`config.mk`:
```
export PLATFORM = sky130hd
export DESIGN_NAME = ttfm_monitor
export DESIGN_NICKNAME = d
export VERILOG_FILES = /design/src/hw/ttfm_pkg.sv /design/src/hw/ttfm_hyst_flag.sv /design/src/hw/ttfm_monitor.sv /design/src/hw/ttfm_retry_ctl.sv
export SDC_FILE = /design/constraint.sdc
export NUM_CORES = 1
export LEC_CHECK = 0
export BUFFER_PORTS_ARGS = -buffer_cell sky130_fd_sc_hd__buf_4
export CORE_ASPECT_RATIO = 1.75
export CORE_UTILIZATION = 49
export CTS_BUF_LIST = sky130_fd_sc_hd__clkbuf_16
export DETAILED_ROUTE_END_ITERATION = 10
export PLACE_DENSITY = 0.66
export SETUP_SLACK_MARGIN = 0.02
export SLEW_MARGIN = 40
export SYNTH_ARGS = -nofsm -noshare
export SYNTH_HDL_FRONTEND = slang
export SYNTH_SLANG_ARGS = --single-unit
```
`constraint.sdc`:
```
create_clock -name clk -period 11 [get_ports clk]
set_clock_uncertainty 0.05 [all_clocks]
set_input_delay 1.1 -clock clk [delete_from_list [all_inputs] [get_ports clk]]
set_output_delay 1.1 -clock clk [all_outputs]
set_load 0.005 [all_outputs]
```
`src/hw/ttfm_pkg.sv`:
```
// Command codes, layouts, reset values and helpers for the limit monitor
`default_nettype none

package ttfm_pkg;

  // Command codes of the limit, policy and status registers
  localparam logic [7:0] CMD_CLEAR = 8'h03;
  localparam logic [7:0] CMD_OT_POL = 8'h50;
  localparam logic [7:0] CMD_OTW = 8'h51;
  localparam logic [7:0] CMD_UTW = 8'h52;
  localparam logic [7:0] CMD_UTF = 8'h53;
  localparam logic [7:0] CMD_UT_POL = 8'h54;
  localparam logic [7:0] CMD_DOV_FLT = 8'h55;
  localparam logic [7:0] CMD_DOV_POL = 8'h56;
  localparam logic [7:0] CMD_DOV_WARN = 8'h57;
  localparam logic [7:0] CMD_DUV_WARN = 8'h58;
  localparam logic [7:0] CMD_DUV_FLT = 8'h59;
  localparam logic [7:0] CMD_DUV_POL = 8'h5A;
  localparam logic [7:0] CMD_STATUS_WORD = 8'h79;
  localparam logic [7:0] CMD_STATUS_TEMP = 8'h7D;
  localparam logic [7:0] CMD_STATUS_DRV = 8'h80;

  // Reset and fixed threshold codes, linear-11
  localparam logic [15:0] OTW_RST = 16'hEB48;
  localparam logic [15:0] UTW_RST = 16'hE580;
  localparam logic [15:0] UTF_RST = 16'hE4E0;
  localparam logic [15:0] DOV_FLT_RST = 16'hCB00;
  localparam logic [15:0] DOV_WARN_RST = 16'hCAC0;
  localparam logic [15:0] DUV_WARN_RST = 16'hCA40;
  localparam logic [15:0] DUV_FLT_RST = 16'hCA00;
  localparam logic [15:0] OT_FAULT_THR_DEF = 16'hEB98;

  // Linear-11 field positions
  localparam int L11_EXP_MSB = 15;
  localparam int L11_EXP_LSB = 11;
  localparam int L11_MANT_MSB = 10;
  localparam int FIX_W = 43;

  // Fault-response byte layout
  typedef struct packed {
    logic [1:0] rsvd;
    logic [2:0] retry;
    logic [2:0] delay;
  } ttfm_policy_t;
  localparam logic [1:0] POL_RSVD = 2'h2;
  localparam logic [2:0] RETRY_ALWAYS = 3'h7;
  localparam ttfm_policy_t UT_POL_RST = 8'h80;
  localparam ttfm_policy_t OT_POL_RST = 8'h80;
  localparam ttfm_policy_t DRV_OV_POL_RST = 8'h80;
  localparam ttfm_policy_t DRV_UV_POL_RST = 8'h80;

  // Command port carrier
  typedef struct packed {
    logic [7:0] code;
    logic wr;
    logic rd;
    logic [15:0] wdata;
  } ttfm_cmd_t;

  // Fault indices
  localparam int F_UT = 0;
  localparam int F_OT = 1;
  localparam int F_DOV = 2;
  localparam int F_DUV = 3;
  localparam int NFLT = 4;

  // Status bit positions
  localparam int ST_W = 8;
  localparam int ST_OTF = 7;
  localparam int ST_OTW = 6;
  localparam int ST_UTW = 5;
  localparam int ST_UTF = 4;
  localparam int SD_OVF = 7;
  localparam int SD_OVW = 6;
  localparam int SD_UVW = 5;
  localparam int SD_UVF = 4;
  localparam int SW_NONE = 0;
  localparam int SW_TEMP = 2;
  localparam int SW_DRV = 8;
  localparam int SW_INPUT = 13;

  // Retry timing
  localparam int CLK_PERIOD_NS = 20;
  localparam int RETRY_STEP_MS = 35;
  localparam int NS_PER_MS = 1000000;
  localparam int RETRY_UNIT_CYC_DEF = RETRY_STEP_MS * NS_PER_MS / CLK_PERIOD_NS;
  localparam int RETRY_CNT_W = 24;

  // Retry controller states
  typedef enum logic [4:0] {
    RC_OFF = 5'h01,
    RC_ON = 5'h02,
    RC_HOLD = 5'h04,
    RC_WAIT = 5'h08,
    RC_STOP = 5'h10
  } ttfm_rc_state_t;

  // Linear-11 to fixed point scaled by two to the sixteenth
  function automatic logic signed [FIX_W-1:0] ttfm_l11_fix(
    input logic [15:0] v
  );
    logic signed [FIX_W-1:0] m;
    logic [4:0] sh;
    m = FIX_W'(signed'(v[L11_MANT_MSB:0]));
    sh = {~v[L11_EXP_MSB], v[L11_EXP_MSB-1:L11_EXP_LSB]};
    return m <<< sh;
  endfunction

  // Policy write with the reserved pair forced
  function automatic ttfm_policy_t ttfm_pol_wr(input logic [7:0] b);
    ttfm_policy_t p;
    p = b;
    p.rsvd = POL_RSVD;
    return p;
  endfunction

endpackage

`default_nettype wire

```
`src/hw/ttfm_hyst_flag.sv`:
```
// Hysteresis fault flag: set at one threshold, released at another
`timescale 1ns/1ps
`default_nettype none

module ttfm_hyst_flag (
  input wire logic clk, // Clock
  input wire logic sys_rst, // Synchronous reset, active high
  input wire logic ce, // Clock enable
  input wire logic upd, // Sample strobe
  input wire logic set_cond, // Fault threshold reached
  input wire logic clr_cond, // Release threshold passed
  output logic flag // Fault flag, registered
);

  // Set beats release, so a tripping sample is never lost
  always_ff @(posedge clk) begin
    if (sys_rst) begin
      flag <= 1'b0;
    end else if (ce && upd) begin
      if (set_cond) begin
        flag <= 1'b1;
      end else if (clr_cond) begin
        flag <= 1'b0;
      end
    end
  end

  chk_flag_hold: assert property (
    @(posedge clk) disable iff (sys_rst)
    (flag && !(ce && upd && clr_cond && !set_cond)) |=> flag)
    else $error("fault flag dropped without release");

  chk_flag_trip: assert property (
    @(posedge clk) disable iff (sys_rst)
    (ce && upd && set_cond) |=> flag)
    else $error("fault flag missed its threshold");

endmodule

`default_nettype wire

```
`src/hw/ttfm_monitor.sv`:
```
// Temperature and gate-driver-supply limit monitor with fault response
// Overview of operation
// - Retry code 000 holds output off until cleared
// - Retry code 111 restarts endlessly until stopped
// - Restart spacing: (delay field + 1) x 35 ms
// - Policy byte reserved bits always hold 10
// - Over-temp warning sets status bits, alerts host
// - Under-temp warning sets status bits, alerts host
// - Under-temp fault clears above under-temp warning
// - Under-temp fault follows its writable policy byte
// - Driver overvoltage fault threshold fixed, read-only
// - Shared overvoltage policy reads fixed 80h
// - Driver overvoltage warning sets status, alerts host
// - Driver undervoltage warning sets status, alerts host
// - Driver undervoltage fault clears above warning threshold
// - Driver undervoltage fault threshold fixed, read-only
// - Over-temp fault clears below over-temp warning
`timescale 1ns/1ps
`default_nettype none

module ttfm_monitor
  import ttfm_pkg::*;
#(
  parameter int RETRY_UNIT_CYC = RETRY_UNIT_CYC_DEF, // Cycles per 35 ms
  parameter int CNT_W = RETRY_CNT_W, // Retry counter width
  parameter logic [15:0] OT_FAULT_THR = OT_FAULT_THR_DEF // OT fault level
) (
  input wire logic clk, // 50 MHz clock
  input wire logic sys_rst, // Synchronous reset, active high
  input wire logic ce, // Clock enable, freezes state when low
  input wire ttfm_cmd_t cmd, // Command code, strobes, write data
  output logic [15:0] cmd_rdata, // Read data, registered
  output logic cmd_nack, // Rejected command, registered pulse
  input wire logic meas_valid, // New measurement sample strobe
  input wire logic [15:0] temp_meas, // Temperature, linear-11
  input wire logic [15:0] drv_meas, // Driver supply, linear-11
  input wire logic run_en, // On command, pin and operation
  output logic output_en, // Power stage enable, registered
  output logic [NFLT-1:0] fault_active, // Fault flags, registered
  output logic alert_n // Host alert, active low
);

  // Writable limits and policies
  logic [15:0] otw_reg, utw_reg, utf_reg;
  ttfm_policy_t ut_pol_reg, ot_pol_reg;

  // Sticky status and summaries
  logic [ST_W-1:0] st_temp_reg, st_drv_reg, temp_ev, drv_ev;
  logic [15:0] status_word;
  logic alert_reg;
  logic clr_cmd;

  // Read path
  logic [15:0] rd_val;
  logic rd_hit, wr_ok;

  // Comparison operands
  logic signed [FIX_W-1:0] t_fix, d_fix;
  logic signed [FIX_W-1:0] otw_fix, utw_fix, utf_fix, otf_fix;
  logic signed [FIX_W-1:0] dovf_fix, dovw_fix, duvw_fix, duvf_fix;
  logic otw_hit, utw_hit, dovw_hit, duvw_hit;

  // Fault channels
  logic [NFLT-1:0] flt_set, flt_clr, run_ok, blk;
  ttfm_policy_t pol [NFLT];

  // Linear-11 to common fixed point so limits compare directly
  assign t_fix = ttfm_l11_fix(temp_meas);
  assign d_fix = ttfm_l11_fix(drv_meas);
  assign otw_fix = ttfm_l11_fix(otw_reg);
  assign utw_fix = ttfm_l11_fix(utw_reg);
  assign utf_fix = ttfm_l11_fix(utf_reg);
  assign otf_fix = ttfm_l11_fix(OT_FAULT_THR);
  assign dovf_fix = ttfm_l11_fix(DOV_FLT_RST);
  assign dovw_fix = ttfm_l11_fix(DOV_WARN_RST);
  assign duvw_fix = ttfm_l11_fix(DUV_WARN_RST);
  assign duvf_fix = ttfm_l11_fix(DUV_FLT_RST);

  // Warning comparisons, strict crossings
  assign otw_hit = t_fix > otw_fix;
  assign utw_hit = t_fix < utw_fix;
  assign dovw_hit = d_fix > dovw_fix;
  assign duvw_hit = d_fix < duvw_fix;

  // Fault trip at the limit, release past the warning level
  assign flt_set[F_UT] = t_fix <= utf_fix;
  assign flt_clr[F_UT] = t_fix > utw_fix;
  assign flt_set[F_OT] = t_fix >= otf_fix;
  assign flt_clr[F_OT] = t_fix < otw_fix;
  assign flt_set[F_DOV] = d_fix >= dovf_fix;
  assign flt_clr[F_DOV] = d_fix < dovw_fix;
  assign flt_set[F_DUV] = d_fix <= duvf_fix;
  assign flt_clr[F_DUV] = d_fix > duvw_fix;

  // Policy per channel; driver channels have fixed no-retry policy
  assign pol[F_UT] = ut_pol_reg;
  assign pol[F_OT] = ot_pol_reg;
  assign pol[F_DOV] = DRV_OV_POL_RST;
  assign pol[F_DUV] = DRV_UV_POL_RST;

  // One hysteresis flag and one sequencer per fault channel
  genvar gi;
  generate
    for (gi = 0; gi < NFLT; gi++) begin : g_flt
      ttfm_hyst_flag u_flag (
        .clk(clk),
        .sys_rst(sys_rst),
        .ce(ce),
        .upd(meas_valid),
        .set_cond(flt_set[gi]),
        .clr_cond(flt_clr[gi]),
        .flag(fault_active[gi])
      );
      ttfm_retry_ctl #(
        .UNIT_CYC(RETRY_UNIT_CYC),
        .CNT_W(CNT_W)
      ) u_retry (
        .clk(clk),
        .sys_rst(sys_rst),
        .ce(ce),
        .run_en(run_en),
        .fault(fault_active[gi]),
        .other_blk(|(blk & ~(NFLT'(1) << gi))),
        .policy(pol[gi]),
        .run_ok(run_ok[gi]),
        .blocking(blk[gi])
      );
    end
  endgenerate

  // Output stays off while any channel withholds permission
  always_ff @(posedge clk) begin
    if (sys_rst) begin
      output_en <= 1'b0;
    end else if (ce) begin
      output_en <= run_en && (&run_ok);
    end
  end

  // Status events; warnings only on a fresh sample
  always_comb begin
    temp_ev = '0;
    temp_ev[ST_OTW] = meas_valid && otw_hit;
    temp_ev[ST_UTW] = meas_valid && utw_hit;
    temp_ev[ST_OTF] = fault_active[F_OT];
    temp_ev[ST_UTF] = fault_active[F_UT];
    drv_ev = '0;
    drv_ev[SD_OVW] = meas_valid && dovw_hit;
    drv_ev[SD_UVW] = meas_valid && duvw_hit;
    drv_ev[SD_OVF] = fault_active[F_DOV];
    drv_ev[SD_UVF] = fault_active[F_DUV];
  end

  assign clr_cmd = cmd.wr && cmd.code == CMD_CLEAR;

  // Sticky bits; a new event in the clearing cycle survives the clear
  always_ff @(posedge clk) begin
    if (sys_rst) begin
      st_temp_reg <= '0;
      st_drv_reg <= '0;
    end else if (ce) begin
      st_temp_reg <= (clr_cmd ? ST_W'(0) : st_temp_reg) | temp_ev;
      st_drv_reg <= (clr_cmd ? ST_W'(0) : st_drv_reg) | drv_ev;
    end
  end

  // Word summary, rebuilt from the sticky bits
  always_comb begin
    status_word = '0;
    status_word[SW_TEMP] = |st_temp_reg;
    status_word[SW_NONE] = |st_drv_reg;
    status_word[SW_INPUT] = st_drv_reg[SD_OVW];
    status_word[SW_DRV] = st_drv_reg[SD_UVW] | st_drv_reg[SD_UVF];
  end

  // Alert follows the sticky bits one cycle later
  always_ff @(posedge clk) begin
    if (sys_rst) begin
      alert_reg <= 1'b0;
    end else if (ce) begin
      alert_reg <= (|st_temp_reg) | (|st_drv_reg);
    end
  end
  assign alert_n = ~alert_reg;

  // Writable thresholds
  always_ff @(posedge clk) begin
    if (sys_rst) begin
      otw_reg <= OTW_RST;
      utw_reg <= UTW_RST;
      utf_reg <= UTF_RST;
    end else if (ce && cmd.wr) begin
      if (cmd.code == CMD_OTW) otw_reg <= cmd.wdata;
      if (cmd.code == CMD_UTW) utw_reg <= cmd.wdata;
      if (cmd.code == CMD_UTF) utf_reg <= cmd.wdata;
    end
  end

  // Policy bytes; reserved pair forced so reads stay consistent
  always_ff @(posedge clk) begin
    if (sys_rst) begin
      ut_pol_reg <= UT_POL_RST;
      ot_pol_reg <= OT_POL_RST;
    end else if (ce && cmd.wr) begin
      if (cmd.code == CMD_UT_POL) ut_pol_reg <= ttfm_pol_wr(cmd.wdata[7:0]);
      if (cmd.code == CMD_OT_POL) ot_pol_reg <= ttfm_pol_wr(cmd.wdata[7:0]);
    end
  end

  // Read decode; read-only limits come straight from constants
  always_comb begin
    rd_val = '0;
    rd_hit = 1'b1;
    case (cmd.code)
      CMD_OT_POL: rd_val = 16'(ot_pol_reg);
      CMD_OTW: rd_val = otw_reg;
      CMD_UTW: rd_val = utw_reg;
      CMD_UTF: rd_val = utf_reg;
      CMD_UT_POL: rd_val = 16'(ut_pol_reg);
      CMD_DOV_FLT: rd_val = DOV_FLT_RST;
      CMD_DOV_POL: rd_val = 16'(DRV_OV_POL_RST);
      CMD_DOV_WARN: rd_val = DOV_WARN_RST;
      CMD_DUV_WARN: rd_val = DUV_WARN_RST;
      CMD_DUV_FLT: rd_val = DUV_FLT_RST;
      CMD_DUV_POL: rd_val = 16'(DRV_UV_POL_RST);
      CMD_STATUS_WORD: rd_val = status_word;
      CMD_STATUS_TEMP: rd_val = 16'(st_temp_reg);
      CMD_STATUS_DRV: rd_val = 16'(st_drv_reg);
      default: rd_hit = 1'b0;
    endcase
  end

  // Writes to fixed limits are refused, not silently taken
  assign wr_ok = cmd.code inside {CMD_CLEAR, CMD_OT_POL, CMD_OTW, CMD_UTW,
                                  CMD_UTF, CMD_UT_POL};

  // Registered read data and refusal flag
  always_ff @(posedge clk) begin
    if (sys_rst) begin
      cmd_rdata <= '0;
      cmd_nack <= 1'b0;
    end else if (ce) begin
      if (cmd.rd) cmd_rdata <= rd_val;
      cmd_nack <= (cmd.rd && !rd_hit) || (cmd.wr && !wr_ok);
    end
  end

  chk_policy_rsvd: assert property (
    @(posedge clk) disable iff (sys_rst)
    (ce && cmd.wr && cmd.code == CMD_UT_POL)
      |=> (ut_pol_reg.rsvd == POL_RSVD
           && ut_pol_reg.retry == $past(cmd.wdata[5:3])))
    else $error("policy reserved bits not 10");

  chk_otw_status: assert property (
    @(posedge clk) disable iff (sys_rst)
    (ce && meas_valid && otw_hit)
      |=> (st_temp_reg[ST_OTW] && status_word[SW_TEMP]))
    else $error("over-temp warning not flagged");

  chk_utw_status: assert property (
    @(posedge clk) disable iff (sys_rst)
    (ce && meas_valid && utw_hit)
      |=> (st_temp_reg[ST_UTW] && status_word[SW_TEMP]))
    else $error("under-temp warning not flagged");

  chk_alert_follow: assert property (
    @(posedge clk) disable iff (sys_rst)
    (ce && (|st_temp_reg || |st_drv_reg)) |=> !alert_n)
    else $error("alert not raised for status");

  chk_ut_clear: assert property (
    @(posedge clk) disable iff (sys_rst)
    $fell(fault_active[F_UT]) |-> $past(ce && meas_valid && t_fix > utw_fix))
    else $error("under-temp fault released early");

  chk_ut_policy: assert property (
    @(posedge clk) disable iff (sys_rst)
    (ce && run_ok[F_UT] && run_en && fault_active[F_UT]
      && ut_pol_reg.retry != RETRY_ALWAYS) |=> ##1 !output_en)
    else $error("under-temp hold policy ignored");

  chk_ro_ovf: assert property (
    @(posedge clk) disable iff (sys_rst)
    (ce && cmd.rd && cmd.code == CMD_DOV_FLT) |=> cmd_rdata == DOV_FLT_RST)
    else $error("overvoltage fault limit not fixed");

  chk_ro_ovpol: assert property (
    @(posedge clk) disable iff (sys_rst)
    (ce && cmd.rd && cmd.code == CMD_DOV_POL)
      |=> cmd_rdata == 16'(DRV_OV_POL_RST))
    else $error("overvoltage policy not fixed");

  chk_drv_ovw: assert property (
    @(posedge clk) disable iff (sys_rst)
    (ce && meas_valid && dovw_hit)
      |=> (st_drv_reg[SD_OVW] && status_word[SW_NONE]
           && status_word[SW_INPUT]))
    else $error("driver overvoltage warning not flagged");

  chk_drv_uvw: assert property (
    @(posedge clk) disable iff (sys_rst)
    (ce && meas_valid && duvw_hit)
      |=> (st_drv_reg[SD_UVW] && status_word[SW_NONE]
           && status_word[SW_DRV]))
    else $error("driver undervoltage warning not flagged");

  chk_duv_clear: assert property (
    @(posedge clk) disable iff (sys_rst)
    $fell(fault_active[F_DUV]) |-> $past(ce && meas_valid && d_fix > duvw_fix))
    else $error("driver undervoltage fault released early");

  chk_ro_uvf: assert property (
    @(posedge clk) disable iff (sys_rst)
    (ce && cmd.wr && cmd.code == CMD_DUV_FLT) |=> cmd_nack)
    else $error("write to fixed undervoltage limit taken");

  chk_ot_clear: assert property (
    @(posedge clk) disable iff (sys_rst)
    $fell(fault_active[F_OT]) |-> $past(ce && meas_valid && t_fix < otw_fix))
    else $error("over-temp fault released early");

  chk_fault_gate: assert property (
    @(posedge clk) disable iff (sys_rst)
    (ce && |blk) |=> !output_en)
    else $error("output enabled while a channel holds off");

  chk_ut_retry: assert property (
    @(posedge clk) disable iff (sys_rst)
    (ce && run_ok[F_UT] && run_en && fault_active[F_UT]
      && ut_pol_reg.retry == RETRY_ALWAYS) |=> ##1 !output_en)
    else $error("under-temp retry policy ignored");

  chk_ro_ovw: assert property (
    @(posedge clk) disable iff (sys_rst)
    (ce && cmd.rd && cmd.code == CMD_DOV_WARN)
      |=> cmd_rdata == DOV_WARN_RST)
    else $error("overvoltage warning limit not fixed");

  chk_ro_uvw: assert property (
    @(posedge clk) disable iff (sys_rst)
    (ce && cmd.rd && cmd.code == CMD_DUV_WARN)
      |=> cmd_rdata == DUV_WARN_RST)
    else $error("undervoltage warning limit not fixed");

  chk_ro_uvf_read: assert property (
    @(posedge clk) disable iff (sys_rst)
    (ce && cmd.rd && cmd.code == CMD_DUV_FLT)
      |=> cmd_rdata == DUV_FLT_RST)
    else $error("undervoltage fault limit not fixed");

  chk_status_clear: assert property (
    @(posedge clk) disable iff (sys_rst)
    (ce && clr_cmd && temp_ev == '0 && drv_ev == '0)
      |=> (st_temp_reg == '0 && st_drv_reg == '0))
    else $error("status not cleared by clear command");

endmodule

`default_nettype wire

```
`src/hw/ttfm_retry_ctl.sv`:
```
// Fault response sequencer: hold off, or timed endless restart
`timescale 1ns/1ps
`default_nettype none

module ttfm_retry_ctl
  import ttfm_pkg::*;
#(
  parameter int UNIT_CYC = RETRY_UNIT_CYC_DEF, // Cycles per delay step
  parameter int CNT_W = RETRY_CNT_W // Delay counter width
) (
  input wire logic clk, // Clock
  input wire logic sys_rst, // Synchronous reset, active high
  input wire logic ce, // Clock enable
  input wire logic run_en, // On command
  input wire logic fault, // Fault flag of this channel
  input wire logic other_blk, // Another channel has shut down
  input wire ttfm_policy_t policy, // Fault-response byte
  output logic run_ok, // Channel permits output
  output logic blocking // Channel holds output off
);

  ttfm_rc_state_t state_reg, state_next;
  logic [CNT_W-1:0] cnt_reg, wait_total;
  logic [CNT_W-1:0] wait_len_reg, wait_lat_reg;
  logic retry_on;

  // Only 111 retries; unused codes act as no retry
  assign retry_on = policy.retry == RETRY_ALWAYS;
  assign wait_total = CNT_W'((int'(policy.delay) + 1) * UNIT_CYC);
  assign run_ok = state_reg == RC_ON;
  assign blocking = state_reg == RC_HOLD;

  // Next state; restart does not look at the fault again
  always_comb begin
    state_next = state_reg;
    case (state_reg)
      RC_OFF: begin
        if (run_en) state_next = RC_ON;
      end
      RC_ON: begin
        if (!run_en) state_next = RC_OFF;
        else if (fault && retry_on) state_next = RC_WAIT;
        else if (fault) state_next = RC_HOLD;
      end
      RC_HOLD: begin
        if (!run_en) state_next = RC_OFF;
        else if (!fault) state_next = RC_ON;
      end
      RC_WAIT: begin
        if (!run_en) state_next = RC_OFF;
        else if (other_blk) state_next = RC_STOP;
        else if (cnt_reg == '0) state_next = RC_ON;
      end
      RC_STOP: begin
        if (!run_en) state_next = RC_OFF;
      end
      default: state_next = RC_OFF;
    endcase
  end

  // State register
  always_ff @(posedge clk) begin
    if (sys_rst) begin
      state_reg <= RC_OFF;
    end else if (ce) begin
      state_reg <= state_next;
    end
  end

  // Delay latched at entry, so a policy rewrite waits for the next try
  always_ff @(posedge clk) begin
    if (sys_rst) begin
      cnt_reg <= '0;
    end else if (ce) begin
      if (state_next == RC_WAIT && state_reg != RC_WAIT) begin
        cnt_reg <= wait_total - 1'b1;
      end else if (state_reg == RC_WAIT) begin
        cnt_reg <= cnt_reg - 1'b1;
      end
    end
  end

  // Wait length tracker for checking only
  always_ff @(posedge clk) begin
    if (sys_rst) begin
      wait_len_reg <= '0;
      wait_lat_reg <= '0;
    end else if (ce) begin
      if (state_next == RC_WAIT && state_reg != RC_WAIT) begin
        wait_len_reg <= '0;
        wait_lat_reg <= wait_total;
      end else if (state_reg == RC_WAIT) begin
        wait_len_reg <= wait_len_reg + 1'b1;
      end
    end
  end

  chk_wait_len: assert property (
    @(posedge clk) disable iff (sys_rst)
    (ce && state_reg == RC_WAIT && state_next == RC_ON)
      |-> wait_len_reg == wait_lat_reg - 1'b1)
    else $error("restart spacing wrong");

  chk_hold_off: assert property (
    @(posedge clk) disable iff (sys_rst)
    (ce && state_reg == RC_HOLD && fault && run_en)
      |=> (state_reg == RC_HOLD && !run_ok))
    else $error("output came back while fault held");

  chk_no_retry: assert property (
    @(posedge clk) disable iff (sys_rst)
    (ce && run_ok && run_en && fault && !retry_on) |=> blocking)
    else $error("non-retry code did not hold off");

  chk_retry_loop: assert property (
    @(posedge clk) disable iff (sys_rst)
    (ce && run_ok && run_en && fault && retry_on)
      |=> state_reg == RC_WAIT)
    else $error("endless retry did not restart wait");

  chk_retry_stop: assert property (
    @(posedge clk) disable iff (sys_rst)
    (ce && state_reg == RC_WAIT && run_en && other_blk)
      |=> (state_reg == RC_STOP ##1 !run_ok))
    else $error("retry not stopped by other fault");

endmodule

`default_nettype wire

```
==> out/qor.yml <==
route:
  wirelength_mm: 75.7
  drt_iter0_drc: 1521
  vias: 22100
  vias_per_cell: 6.40
  drt.antenna.violating_nets: 0
  drc: 0
  dr.pass1.iters: 6
  wl_per_cell_um: 21.9
timing:
  fin_crit_ns: 5.90
  finalSetupTns_ns: 0
  worst_pin_slew_ns: 0.876
  slew_headroom: 0.399
  hold_viol: 0
  setup_ws_ns: 5.10
  min_period_over_period: 0.537
  setup_viol: 0
  fmax_mhz: 169
  rsz0062_at_grt: "no"
  maxSlewViolCount: 0
layout:
  nNetsFinal: 3147
  nFillCells: 4312
  layout-drive-gt1-share: 0.0828
  diodes: 0
  layout_commonest_cell: "nand2_1"
  largest_reg_flops: 96
  final_cell_mix: "nand2_1 (333), nor2_1 (318), a21oi_1 (230), dfxtp_1 (204), ha_1 (196)"
  area_growth_syn_to_layout_pct: 7.13
  stdcell_count: 3453
place:
  hpwlAfterDp_mm: 59.2
  pre_cts_ws_ns: 5.12
  place_inst: 3417
  io_buffers: 85
  place.gp.congestion: 1.05
floorplan:
  core_um2: 43300
  dieHeight_um: 279
  dieArea_um2: 44700
  rows: 101
  ios: 86
  die_w_um: 160
  start_util: 0.495
global_routing:
  grt_pass1_vias: 21200
  grt_max_degree: 123
  grt_pass1_wl_mm: 117
  grt_use_total: 0.331
  antenna_found_initial: 0
  grt-ovfl-total: 0
setup_path:
  required_ns: 11.33
  cp_cell_sequence: "inv_1 > ha_1 > inv_1 > ha_1 > inv_1 > fa_1 > inv_1 > ha_1 > nor2b_1 > o21ai_0 > a2111oi_2 > a211oi_1 > nor4b_2 > nand4_1 > or4b_1 > nand3_1 > a211oi_1"
  worst_ep_arrival_time_ns: 6.23
  crit_top_cell: "inv_1"
  endpoint_kind: "register"
  slowest_stage: "dfxtp_1"
  slowest_delay_ns: 0.68
  worstSetupStartpointType: "register"
  cp_max_fo: 11
  critPathKind: "reg -> reg"
logic_synthesis:
  ys_ff_latch: 207
  synth_area_leaders: "dfxtp_1 (19%), ha_1 (11%), nand2_1 (5.8%), nor2_1 (5.6%), a21oi_1 (5.4%)"
  yosysTopAreaCellShare: 0.193
  synth.largest_area_cell: "dfxtp_1"
  synth_ff_type: "dfxtp_1"
  synth_cells: 2920
  syn_nets: 3192
  syn-mean-instance-area_um2: 7.35
  synth_edf_count: 0
  ys_seq_area_frac: 0.193
  synth_cell_types: 99
  synth.cell_area_um2: 21500
  async_flop_share: 0
  ys_warn_count: 0
clock_network:
  cts_buffers: 22
  clock_latency_ns: 0.53
  cts_resized: 0
  cts_hold_repair.buffers: 0
  cts_tree: "built"
  clk_pin_slew_ns: 0.07
  clockRootBuffer: "clkbuf_16"
  h-tree-depth: 1
  post-cts-setup-buffer-count: 0
  clockBufferDepth: 3
  cts_sinks: 207
pwr:
  p_comb_frac: 0.183
  vdd_drop_max_uv: 92.4
  swShare: 0.290
  p_int_mw: 1.31
  p_sw_uw: 536
  pwr-share-clk: 0.400
  p_per_area_nw_per_um2: 80.3
  power_leakage_nw: 9.52
  seqPwrFrac: 0.417
outcome:
  status: "completed"
job:
  maxCapViolCount: 0
worst_hold_path:
  hold_path_class: "reg -> reg"
metrics by stage:
| stage | instance area, um^2 | util | power, mW | hold WS, ns |
|---|---|---|---|---|
| after detailed placement | 22300 | 0.514 | 1.12 | 0.420 |
| after global placement | 22200 | 0.513 | 1.11 | 0.402 |
| after global routing | 23000 | 0.530 | 1.92 | 0.445 |
| after CTS | 23000 | 0.530 | 1.86 | 0.431 |
| after floorplan | 21500 | - | 0.995 | 0.392 |
| final | 23000 | 0.530 | 1.85 | 0.426 |
final cells by class:
class | instances | area, um^2 | area share
Multi-Input combinational cell | 2437 | 16200 | 0.705
Sequential cell | 207 | 4150 | 0.180
Timing Repair Buffer | 115 | 878 | 0.0382
Tap cell | 566 | 708 | 0.0308
Clock buffer | 23 | 576 | 0.0250
Inverter | 92 | 345 | 0.0150
Clock inverter | 13 | 115 | 0.00501
critical path, delay by kind of cell, from the launching register on:
family	cells	cell delay (ns)
flip-flops	1	0.68
buffers and inverters	4	0.63
adder cells (fa/ha/maj)	4	1.77
AND/OR/NAND/NOR	5	1.52
AO/OA/AOI/OAI	4	1.10
routing by layer:
metal,wire (um),vias up,global-route usage
met5,0,-,0
li1,-,10600,-
met3,2820,256,0.0282
met2,39200,750,0.623
met1,26600,10500,0.323
met4,7190,0,0.283
synthesized netlist by cell type (22+ instances only):
library cell and count:
nor2b_1 37, or3_1 28, nor2_1 318, mux2i_1 115, o21ai_0 195, and3_1 24, a22oi_1 35, nand3b_1 24
nand4_1 40, a21o_1 48, nand3_1 78, o22ai_1 22, a211oi_1 48, mux2_2 25, nand2b_1 35, inv_1 83
a21oi_1 230, dfxtp_1 207, nor3_1 100, xor2_1 35, o211ai_1 27, and2_1 31, nand2_1 333, nor4_1 47
xnor2_1 61, ha_1 196, clkbuf_1 155, o21a_1 22
cell families after synthesis:
kind of cell	count (synthesis)	share of synthesized area
fa+ha+maj	209	0.126
mux	157	0.0846
buf+inv	276	0.0523
simple gates	1155	0.257
compound gates	818	0.245
xor+xnor	98	0.0415
flops	207	0.193
power groups by stage:
stage | registers (mW) | logic, mW | clock network, mW
global placement | 0.786 | 0.322 | 0
floorplan | 0.780 | 0.216 | 0
detailed placement | 0.786 | 0.329 | 0
CTS | 0.769 | 0.331 | 0.756
global route | 0.770 | 0.365 | 0.786
finish | 0.769 | 0.337 | 0.739
worst paths after layout:
check                start                           end  slack (ns)  cells past startpoint
min              output_en                     output_en        0.43                      2
min reg2reg      output_en                     output_en        0.43                      2
max          ot_pol_reg[0]  g_flt[1].u_retry.cnt_reg[22]        5.10                     17
max reg2reg  ot_pol_reg[0]  g_flt[1].u_retry.cnt_reg[22]        5.10                     17
Note: power is estimated with default switching activity, not from simulation.
